File: config.mk
export PLATFORM = sky130hd
export DESIGN_NAME = tsbt_device_flat
export DESIGN_NICKNAME = d
export VERILOG_FILES = /design/src/tsbt_pkg.sv /design/src/tsbt_if.sv /design/src/tsbt_delay_timer.sv /design/src/tsbt_device.sv /design/src/flat_wrapper.sv
export SDC_FILE = /design/constraint.sdc
export NUM_CORES = 1
export LEC_CHECK = 0
export BUFFER_PORTS_ARGS = -buffer_cell sky130_fd_sc_hd__buf_4
export CORE_ASPECT_RATIO = 1.4
export CORE_MARGIN = 2
export CORE_UTILIZATION = 52
export CTS_CLUSTER_SIZE = 25
export DETAILED_ROUTE_END_ITERATION = 8
export GPL_TIMING_DRIVEN = 0
export HOLD_SLACK_MARGIN = 0.06
export PLACE_DENSITY_LB_ADDON = 0.15
export SYNTH_ARGS = -nofsm -noshare
export SYNTH_HDL_FRONTEND = slang
export SYNTH_SLANG_ARGS = --single-unit
File: constraint.sdc
create_clock -name i_mclk -period 2.2 [get_ports i_mclk]
set_input_delay 0.33 -clock i_mclk [delete_from_list [all_inputs] [get_ports i_mclk]]
set_output_delay 0.33 -clock i_mclk [all_outputs]
set_load 0.05 [all_outputs]
File: src/tsbt_pkg.sv
// Constants shared by the touch scan batch timer ends and their link.
// Assumes one 125 MHz clock shared by both ends of the link.
// Functional notes
// - 16-bit config register, zero reset, fields 11:8, 2:0
// - Test mode code selects panel resistance range
// - Codes 1100-1110 reserved; 1111 short-circuit test
// - Delay code picks 0,1,2,4,10,20,40,100 ms
// - Nonzero delay auto-triggers scans by timer
// - Pacing covers XYZ and XY, both modes
// - Host sets autonomous bit, function 0000/0001
// - Autonomous mode starts scan on pen touch
// - After set completes, wait out the delay
// - At expiry, pen present: scan and restart
// - Long scan time dominates over batch delay
// - Delay timer starts when scan launches
// - Host clears autonomous bit for host mode
// - Host writes function only after pen touch
// - Host mode paces while touch stays unbroken
// - Pacing ends on pen lift, stop, reset
// - Autonomous bit hands control to the device
// - Stop bit aborts scan at once, self-clears
package tsbt_pkg;
  localparam int CLK_HZ    = 125_000_000;
  localparam int MS_PER_S  = 1000;
  localparam int CYC_PER_MS = CLK_HZ / MS_PER_S;

  // Device register indices on the link
  localparam logic [1:0] REG_BASE = 2'h0;
  localparam logic [1:0] REG_TB   = 2'h1;
  localparam logic [1:0] REG_FUNC = 2'h2;
  localparam logic [15:0] REG_RST = 16'h0000;

  // Field positions
  localparam int TB_TEST_LSB = 8;
  localparam int TB_TEST_MSB = 11;
  localparam int TB_DLY_MSB  = 2;
  localparam int BASE_AUTO   = 15;
  localparam int BASE_STOP   = 14;

  // Codes
  localparam logic [3:0] FUNC_XYZ    = 4'h0;
  localparam logic [3:0] FUNC_XY     = 4'h1;
  localparam logic [3:0] TEST_RSV_LO = 4'hc;
  localparam logic [3:0] TEST_RSV_HI = 4'he;
  localparam logic [3:0] TEST_SHORT  = 4'hf;

  // Batch delays in ms
  localparam logic [6:0] DLY_MS0 = 7'h00;
  localparam logic [6:0] DLY_MS1 = 7'h01;
  localparam logic [6:0] DLY_MS2 = 7'h02;
  localparam logic [6:0] DLY_MS3 = 7'h04;
  localparam logic [6:0] DLY_MS4 = 7'h0a;
  localparam logic [6:0] DLY_MS5 = 7'h14;
  localparam logic [6:0] DLY_MS6 = 7'h28;
  localparam logic [6:0] DLY_MS7 = 7'h64;

  // Host own register indices and control fields
  localparam logic [1:0] HREG_CTRL = 2'h0;
  localparam logic [1:0] HREG_STAT = 2'h1;
  localparam logic [1:0] HREG_RDAT = 2'h2;
  localparam int HC_TEST_LSB = 0;
  localparam int HC_TEST_MSB = 3;
  localparam int HC_DLY_LSB  = 4;
  localparam int HC_DLY_MSB  = 6;
  localparam int HC_AUTO     = 7;
  localparam int HC_XY       = 8;
  localparam int HC_GO       = 9;
  localparam int HC_STOP     = 10;
  localparam int HC_RA_LSB   = 11;
  localparam int HC_RA_MSB   = 12;
  localparam int HC_RD_GO    = 13;

  // Batch delay code to milliseconds
  function automatic logic [6:0] tsbt_delay_ms(input logic [2:0] sel);
    case (sel)
      3'h1:    tsbt_delay_ms = DLY_MS1;
      3'h2:    tsbt_delay_ms = DLY_MS2;
      3'h3:    tsbt_delay_ms = DLY_MS3;
      3'h4:    tsbt_delay_ms = DLY_MS4;
      3'h5:    tsbt_delay_ms = DLY_MS5;
      3'h6:    tsbt_delay_ms = DLY_MS6;
      3'h7:    tsbt_delay_ms = DLY_MS7;
      default: tsbt_delay_ms = DLY_MS0;
    endcase
  endfunction

  function automatic logic tsbt_test_rsv(input logic [3:0] code);
    tsbt_test_rsv = (code >= TEST_RSV_LO) && (code <= TEST_RSV_HI);
  endfunction
endpackage

File: src/tsbt_if.sv
// Register link between the host controller and the scan device.
// Assumes both ends run on the same clock; read data one cycle late.
`timescale 1ns/100ps
`default_nettype none
interface tsbt_if;
  logic        wr;         // Write strobe from host
  logic        rd;         // Read strobe from host
  logic [1:0]  addr;       // Register index
  logic [15:0] wdata;      // Write data
  logic [15:0] rdata;      // Read data, cycle after rd
  logic        pen_touch;  // Device sees a pen touch

  modport dev  (input wr, rd, addr, wdata, output rdata, pen_touch);
  modport host (output wr, rd, addr, wdata, input rdata, pen_touch);
endinterface
`default_nettype wire

File: src/tsbt_delay_timer.sv
// Batch delay timer: millisecond prescaler and millisecond counter.
// Assumes i_restart is a one-cycle pulse from logic on the same clock.
`timescale 1ns/100ps
`default_nettype none
module tsbt_delay_timer
  import tsbt_pkg::*;
#(
  parameter int CYC_MS = CYC_PER_MS
) (
  input  wire logic       i_mclk,     // Clock
  input  wire logic       i_rst_b,    // Async reset, active low
  input  wire logic       i_restart,  // Restart count from zero
  input  wire logic [2:0] i_sel,      // Batch delay code
  output logic            o_expired   // Delay has elapsed
);
  import tsbt_pkg::*;
  localparam int PW = $clog2(CYC_MS + 1);

  logic [PW-1:0] pre;
  logic [PW-1:0] next_pre;
  logic [6:0]    ms;
  logic [6:0]    next_ms;
  logic          next_exp;
  logic [6:0]    lim;

  // Count clock periods into milliseconds until the limit
  always_comb begin
    lim      = tsbt_delay_ms(i_sel);
    next_pre = pre;
    next_ms  = ms;
    next_exp = o_expired;
    if (i_restart) begin
      next_pre = '0;
      next_ms  = '0;
      next_exp = (lim == DLY_MS0);
    end else if (!o_expired) begin
      if (lim == DLY_MS0 || ms >= lim) begin
        next_exp = 1'b1; // Delay shortened while running
      end else if (pre == PW'(CYC_MS - 1)) begin
        next_pre = '0;
        next_ms  = ms + 7'h01;
        next_exp = (ms + 7'h01) >= lim;
      end else begin
        next_pre = pre + PW'(1);
      end
    end
  end

  // Idle timer reads as expired so a zero delay never pauses
  always_ff @(posedge i_mclk or negedge i_rst_b) begin
    if (!i_rst_b) begin
      pre       <= '0;
      ms        <= 7'h00;
      o_expired <= 1'b1;
    end else begin
      pre       <= next_pre;
      ms        <= next_ms;
      o_expired <= next_exp;
    end
  end
endmodule
`default_nettype wire

File: src/tsbt_device.sv
// Scan device end: config registers, scan pacing state machine.
// Assumes the pen pin is asynchronous and i_set_done comes from
// the converter on the same clock, one pulse per finished sample set.
//
// Strobed register access and the address map were decided locally.
`timescale 1ns/100ps
`default_nettype none
module tsbt_device
  import tsbt_pkg::*;
#(
  parameter int CYC_MS = CYC_PER_MS
) (
  input  wire logic       i_mclk,       // Clock, 125 MHz
  input  wire logic       i_rst_b,      // Async reset, active low
  tsbt_if.dev             lk,           // Link to the host
  input  wire logic       i_pen_raw,    // Pen touch pin, async
  input  wire logic       i_set_done,   // Sample set finished pulse
  output logic            o_scan_start, // Start one sample set
  output logic            o_scan_xy,    // Scan is XY, else XYZ
  output logic            o_conv_power, // Converter powered
  output logic            o_scan_wait,  // Waiting out batch delay
  output logic [3:0]      o_test_mode,  // Connection test mode code
  output logic            o_short_test  // Short-circuit panel test
);
  import tsbt_pkg::*;

  typedef enum logic [3:0] {
    S_IDLE = 4'h1,
    S_ARM  = 4'h2,
    S_SCAN = 4'h4,
    S_WAIT = 4'h8
  } tsbt_dstate_e;

  tsbt_dstate_e state;
  tsbt_dstate_e next_state;
  logic         pen_s1;
  logic         pen;
  logic         auto_mode;
  logic         next_auto_mode;
  logic [2:0]   dly_sel;
  logic [2:0]   next_dly_sel;
  logic [3:0]   next_test_mode;
  logic [1:0]   run;
  logic [1:0]   next_run;
  logic         next_scan_xy;
  logic         next_scan_start;
  logic         next_conv_power;
  logic         next_scan_wait;
  logic         next_short_test;
  logic [15:0]  next_rdata;
  logic         restart;
  logic         expired;
  logic         stop_wr;
  logic         func_wr;
  logic         busy;

  // Pen pin passes two flops before any logic looks at it
  always_ff @(posedge i_mclk or negedge i_rst_b) begin
    if (!i_rst_b) begin
      pen_s1 <= 1'b0;
      pen    <= 1'b0;
    end else begin
      pen_s1 <= i_pen_raw;
      pen    <= pen_s1;
    end
  end

  tsbt_delay_timer #(
    .CYC_MS (CYC_MS)
  ) u_timer (
    .i_mclk    (i_mclk),
    .i_rst_b   (i_rst_b),
    .i_restart (restart),
    .i_sel     (dly_sel),
    .o_expired (expired)
  );

  // Link write decode
  assign stop_wr = lk.wr && lk.addr == REG_BASE && lk.wdata[BASE_STOP];
  assign func_wr = lk.wr && lk.addr == REG_FUNC &&
                   (lk.wdata[3:0] == FUNC_XYZ || lk.wdata[3:0] == FUNC_XY);
  assign busy    = (state == S_SCAN) || (state == S_WAIT);

  // Register file: only documented fields are stored
  always_comb begin
    next_auto_mode  = auto_mode;
    next_dly_sel    = dly_sel;
    next_test_mode  = o_test_mode;
    if (lk.wr && lk.addr == REG_BASE) begin
      next_auto_mode = lk.wdata[BASE_AUTO];
    end
    if (lk.wr && lk.addr == REG_TB) begin
      next_dly_sel = lk.wdata[TB_DLY_MSB:0];
      if (!tsbt_test_rsv(lk.wdata[TB_TEST_MSB:TB_TEST_LSB])) begin
        next_test_mode = lk.wdata[TB_TEST_MSB:TB_TEST_LSB];
      end
    end
    next_short_test = (next_test_mode == TEST_SHORT);
  end

  // Read data stands only in the cycle after the strobe
  always_comb begin
    next_rdata = REG_RST;
    if (lk.rd) begin
      case (lk.addr)
        REG_BASE: begin
          next_rdata[BASE_AUTO] = pen;
          next_rdata[BASE_STOP] = !busy;
        end
        REG_TB: begin
          next_rdata[TB_TEST_MSB:TB_TEST_LSB] = o_test_mode;
          next_rdata[TB_DLY_MSB:0]            = dly_sel;
        end
        REG_FUNC: next_rdata[1:0] = run;
        default:  next_rdata = REG_RST;
      endcase
    end
  end

  // Scan pacing; stop and pen lift end it, reset clears it
  always_comb begin
    next_state      = state;
    next_run        = run;
    next_scan_xy    = o_scan_xy;
    next_scan_start = 1'b0;
    restart         = 1'b0;
    if (stop_wr) begin
      next_state = S_IDLE;
      next_run   = 2'h0;
    end else begin
      case (state)
        S_IDLE: begin
          if (func_wr) begin
            next_scan_xy = (lk.wdata[3:0] == FUNC_XY);
            next_run     = next_scan_xy ? 2'h2 : 2'h1;
            if (auto_mode) begin
              next_state = S_ARM;
            end else if (pen) begin
              next_state      = S_SCAN;
              next_scan_start = 1'b1;
              restart         = 1'b1;
            end else begin
              next_run = 2'h0; // Host wrote with no touch
            end
          end
        end
        S_ARM: begin
          if (pen) begin
            next_state      = S_SCAN;
            next_scan_start = 1'b1;
            restart         = 1'b1;
          end
        end
        S_SCAN: begin
          if (i_set_done) begin
            if (!expired) begin
              next_state = S_WAIT;
            end else if (pen) begin
              next_scan_start = 1'b1;
              restart         = 1'b1;
            end else begin
              next_state = auto_mode ? S_ARM : S_IDLE;
              next_run   = auto_mode ? run : 2'h0;
            end
          end
        end
        S_WAIT: begin
          if (!auto_mode && !pen) begin
            next_state = S_IDLE;
            next_run   = 2'h0;
          end else if (expired) begin
            if (pen) begin
              next_state      = S_SCAN;
              next_scan_start = 1'b1;
              restart         = 1'b1;
            end else begin
              next_state = auto_mode ? S_ARM : S_IDLE;
              next_run   = auto_mode ? run : 2'h0;
            end
          end
        end
        default: begin
          next_state = S_IDLE;
          next_run   = 2'h0;
        end
      endcase
    end
    next_conv_power = (next_state == S_SCAN) || (next_state == S_WAIT);
    next_scan_wait  = (next_state == S_WAIT);
  end

  // All state and outputs registered
  always_ff @(posedge i_mclk or negedge i_rst_b) begin
    if (!i_rst_b) begin
      state        <= S_IDLE;
      auto_mode    <= 1'b0;
      dly_sel      <= 3'h0;
      o_test_mode  <= 4'h0;
      o_short_test <= 1'b0;
      run          <= 2'h0;
      o_scan_xy    <= 1'b0;
      o_scan_start <= 1'b0;
      o_conv_power <= 1'b0;
      o_scan_wait  <= 1'b0;
      lk.rdata     <= REG_RST;
      lk.pen_touch <= 1'b0;
    end else begin
      state        <= next_state;
      auto_mode    <= next_auto_mode;
      dly_sel      <= next_dly_sel;
      o_test_mode  <= next_test_mode;
      o_short_test <= next_short_test;
      run          <= next_run;
      o_scan_xy    <= next_scan_xy;
      o_scan_start <= next_scan_start;
      o_conv_power <= next_conv_power;
      o_scan_wait  <= next_scan_wait;
      lk.rdata     <= next_rdata;
      lk.pen_touch <= pen;
    end
  end
endmodule
`default_nettype wire

File: src/flat_wrapper.sv
// flat-port wrapper written by rule: the top's interface ports become plain ports
module tsbt_device_flat import tsbt_pkg::*;
#(
  parameter int CYC_MS = CYC_PER_MS
)
  (i_mclk, i_rst_b, i_pen_raw, i_set_done, o_scan_start, o_scan_xy, o_conv_power, o_scan_wait, o_test_mode, o_short_test, lk_wr, lk_rd, lk_addr, lk_wdata, lk_rdata, lk_pen_touch);
  tsbt_if lk_i ();
  input  wire logic i_mclk;
  input  wire logic i_rst_b;
  input  wire logic i_pen_raw;
  input  wire logic i_set_done;
  output logic o_scan_start;
  output logic o_scan_xy;
  output logic o_conv_power;
  output logic o_scan_wait;
  output logic [3:0] o_test_mode;
  output logic o_short_test;
  input wire logic [$bits(lk_i.wr)-1:0] lk_wr;
  input wire logic [$bits(lk_i.rd)-1:0] lk_rd;
  input wire logic [$bits(lk_i.addr)-1:0] lk_addr;
  input wire logic [$bits(lk_i.wdata)-1:0] lk_wdata;
  output wire logic [$bits(lk_i.rdata)-1:0] lk_rdata;
  output wire logic [$bits(lk_i.pen_touch)-1:0] lk_pen_touch;
  assign lk_i.wr = lk_wr;
  assign lk_i.rd = lk_rd;
  assign lk_i.addr = lk_addr;
  assign lk_i.wdata = lk_wdata;
  assign lk_rdata = lk_i.rdata;
  assign lk_pen_touch = lk_i.pen_touch;
  tsbt_device #(.CYC_MS(CYC_MS)) u_core (.i_mclk(i_mclk), .i_rst_b(i_rst_b), .lk(lk_i), .i_pen_raw(i_pen_raw), .i_set_done(i_set_done), .o_scan_start(o_scan_start), .o_scan_xy(o_scan_xy), .o_conv_power(o_conv_power), .o_scan_wait(o_scan_wait), .o_test_mode(o_test_mode), .o_short_test(o_short_test));
endmodule
==> results.sh <==
export IMPL_routedWlPerCell_microns=17.59
export IMPL_power_leakage_nw=1.768
export IMPL_yosys_register_bits=56
export IMPL_avgViaCountPerCell=6.051
export IMPL_synthFlopType="dfrtp_1"
export IMPL_reg2reg_from="u_core.dly_sel[1]"
export IMPL_vias=2838
export IMPL_clock_path_buffers=2
export IMPL_dr_pass1_iters=4
export IMPL_wirelength_mm=8.249
export IMPL_synth_async_sr_flop_share=1.000
export IMPL_start_util=0.5361
export IMPL_required_ps=2400
export IMPL_synth_area_top_cells="dfrtp_1, ha_1, a21oi_1"
export IMPL_syn_area_sq_um=3307
export IMPL_portBuffers=36
export IMPL_cts_max_level=2
export IMPL_synthCells=334
export IMPL_drc=0
export IMPL_cts_tree="done"
export IMPL_root_buffer="clkbuf_8"
export IMPL_crit_fanout=10
export IMPL_use_met1=0.2857
export IMPL_die_area_sq_um=7022
export IMPL_grt_pass1_wl_mm=13.44
export IMPL_clkTransAtPathRegs_ps=100
export IMPL_cellInternalPower_mw=2.158
export IMPL_dpl_hpwl_mm=5.356
export IMPL_fin_nets=439
export IMPL_grt_pass1_vias=2858
export IMPL_max_cap_violations=0
export IMPL_finClkSkew_ps=15.28
export IMPL_end_kind="flip-flop"
export IMPL_crit_type="reg2reg"
export IMPL_fp_row_count=34
export IMPL_rsz0062_at_grt="yes"
export IMPL_yosysWarningCount=0
export IMPL_cp_start_kind="flip-flop"
export IMPL_cts_sinks=56
export IMPL_dieWidth_microns=71.40
export IMPL_switching_power_mw=1.296
export IMPL_io_pins=50
export IMPL_fin_crit_sh=1.131
export IMPL_antenna_found_initial=0
export IMPL_synth_edf_count=0
export IMPL_area_growth_synth_to_final_pct=26.75
export IMPL_sequentialPowerShare=0.379
export IMPL_insertion_delay_ps=310
export IMPL_use_met2=0.4252
export IMPL_synth_area_per_cell_sq_um=9.901
export IMPL_grt_max_degree=57
export IMPL_busiest_layer="met2"
export IMPL_yosysTopAreaCellShare=0.4086
export IMPL_detail_route_antenna_nets=0
export IMPL_violations="setup timing"
export IMPL_reg2reg_depth=10
export IMPL_powerDensity_nw_per_um2=824.0
export IMPL_min_period_ps=2489
export IMPL_finalHoldViolCount=0
export IMPL_setup_slack_ps=-288.7
export IMPL_final_max_slew_violation_count=0
export IMPL_comb_power_share=0.425
export IMPL_overflow=0
export IMPL_globalplace_congestion=0.8482
export IMPL_max_slew_worst_pin_slew_ps=707.2
export IMPL_rr_endpoint="u_core.u_timer.ms[5]"
export IMPL_pwr_share_clk=0.196
export IMPL_switching_share=0.3752
export IMPL_drtIter0Drc=146
export IMPL_die_height_microns=98.36
export IMPL_fmax_mhz=401.8
export IMPL_diodes=0
export IMPL_synth_top_area_cell="dfrtp_1"
export IMPL_grt_use_met3=0.04128
export IMPL_holdCritPathClass="in2async"
export IMPL_maxSlewHeadroom=0.5286
export IMPL_fillerInstances=470
export IMPL_status="finished with violations"
export IMPL_yosysSeqAreaShare=0.4245
export IMPL_grt_util_all_layers=0.2391
export IMPL_critical_path_arrival_ps=2690
export IMPL_core_area_sq_um=6168
export IMPL_setup_violations=24
export IMPL_netlist_cell_type_count=68
export IMPL_setup_tns_ps=-5618
export IMPL_r2r_slack_ps=-290
export IMPL_numCtsBuffers=5
export IMPL_drive_gt1_frac=0.3476
export IMPL_post_place_ws_ps=-473.1
export IMPL_peakVddDrop_uv=521.6
-- area by class of cell --
class / count / area, sq um / share of cell area
multi-input combinational: 256 / 1997 / 0.4764
sequential: 56 / 1406 / 0.3355
timing repair buffer: 48 / 392.9 / 0.09373
buffer: 19 / 158.9 / 0.03791
tap: 72 / 90.09 / 0.02149
clock buffer: 7 / 76.32 / 0.01821
inverter: 10 / 40.04 / 0.009552
clock inverter: 1 / 30.03 / 0.007164
-- timing repair --
item,4_1_cts,5_1_grt
buffers inserted,6,5
cloned,2,0
pin swaps,15,13
gates resized for setup,27,35
hold buffers,0,0
endpoints found under the hold margin,0,0
setup endpoints to repair,24,25
-- synth_stat cells, drive strengths merged, types with 6 or more instances --
library cell,count
and3,8
buf,16
nand3,16
nor3,7
inv,10
o31ai,11
o21ai,18
or2,6
a21oi,31
mux2,6
nand2b,6
dfrtp,54
nor2,15
nand2,27
or4,13
ha,19
-- state kept, by name, summed over array words and instances, names as in the netlist --
| register | cells |
|---|---|
| u_core.o_short_test | 1 |
| u_core.o_scan_wait | 1 |
| u_core.pen_s1 | 1 |
| u_core.dly_sel | 3 |
| u_core.o_scan_start | 1 |
| u_core.u_timer.pre | 17 |
| u_core.auto_mode | 1 |
| u_core.pen | 1 |
| u_core.lk.pen_touch | 1 |
| u_core.o_conv_power | 1 |
| u_core.o_scan_xy | 1 |
| u_core.run | 2 |
| u_core.lk.rdata | 9 |
| u_core.o_test_mode | 4 |
| u_core.u_timer.o_expired | 1 |
| u_core.u_timer.ms | 7 |
| u_core.state | 4 |
-- stage by stage --
stage	power, mW	area (sq um)	hold WS, ps	utilization	std cells
finish	3.454	4192	52.89	0.6795	469
global route	3.672	4192	120.9	0.6795	469
CTS	3.260	3991	88.85	0.6471	464
detailed placement	2.444	3702	340.3	0.6002	448
global placement	2.411	3702	337.3	0.6002	448
floorplan	2.140	3342	34.41	-	340
-- power groups by stage --
stage	sequential, mW	combinational, mW	clock [mW]
global route	1.33	1.63	0.719
detailed placement	1.31	1.14	0
global placement	1.30	1.11	0
finish	1.31	1.47	0.676
CTS	1.29	1.29	0.679
floorplan	1.38	0.760	0
-- worst max-delay path by stage --
stage | slack [ps] | endpoint | cells past startpoint | from
after floorplan | -30 | u_core.u_timer.pre[15] | 10 | u_core.dly_sel[1]
after global placement | -440 | u_core.u_timer.pre[6] | 10 | u_core.dly_sel[1]
after detailed placement | -470 | u_core.u_timer.pre[12] | 10 | u_core.dly_sel[1]
after CTS | -260 | u_core.u_timer.ms[6] | 9 | u_core.dly_sel[2]
after global routing | -400 | u_core.u_timer.ms[6] | 9 | u_core.dly_sel[1]
final | -290 | u_core.u_timer.ms[5] | 10 | u_core.dly_sel[1]
-- placed cells by master (no fill, tap or decap), types with 3 or more instances in the layout --
| master | count |
|---|---|
| nand3b_1 | 3 |
| or4_1 | 8 |
| conb_1 | 7 |
| nand2_1 | 26 |
| dfrtp_1 | 52 |
| a21oi_1 | 18 |
| nor2b_1 | 3 |
| inv_1 | 9 |
| o21ai_1 | 7 |
| or2_4 | 3 |
| or4_4 | 5 |
| nand4b_1 | 3 |
| nor3_1 | 5 |
| nand2b_1 | 5 |
| a21oi_2 | 12 |
| o31ai_2 | 7 |
| buf_6 | 7 |
| nor4b_1 | 3 |
| and3_1 | 8 |
| nand3_1 | 14 |
| ha_1 | 18 |
| nor2_1 | 15 |
| xnor2_1 | 3 |
| clkbuf_1 | 3 |
| mux2_2 | 6 |
| clkbuf_8 | 6 |
| or3_1 | 4 |
| buf_4 | 53 |
| o21ai_0 | 7 |
| a31oi_1 | 5 |
-- metal layers --
layer,part of all wire,vias to the layer above,routed length (microns)
met5,0,-,0
met4,0.025,0,208
met3,0.037,18,307
met2,0.54,79,4485
met1,0.39,1383,3248
li1,-,1358,-
-- logic make-up (layout without fill, tap and decap cells) --
family                     count (synthesis)  in the layout  share of synthesized area
AOI/OAI and AO/OA                         92             93                     0.1930
xor gates and xnor gates                   6              6                    0.01589
adders and majority gates                 19             19                    0.07189
buffers and inverters                     29             85                    0.05032
DFF                                       56             56                     0.4245
muxes                                      7              7                    0.02346
other                                      1              7                   0.001134
and+or+nand+nor                          124            124                     0.2198
-- worst max-delay path, cell delays in order (launching register included) --
cell      delay, ps
dfrtp_1         390
buf_6           140
nor3b_4         210
ha_1            270
nand2b_4        150
a211oi_4        300
o221ai_4        210
buf_6           200
clkbuf_8        180
o31ai_2         240
a21oi_2          90
Power figures use the tool's default switching activity.
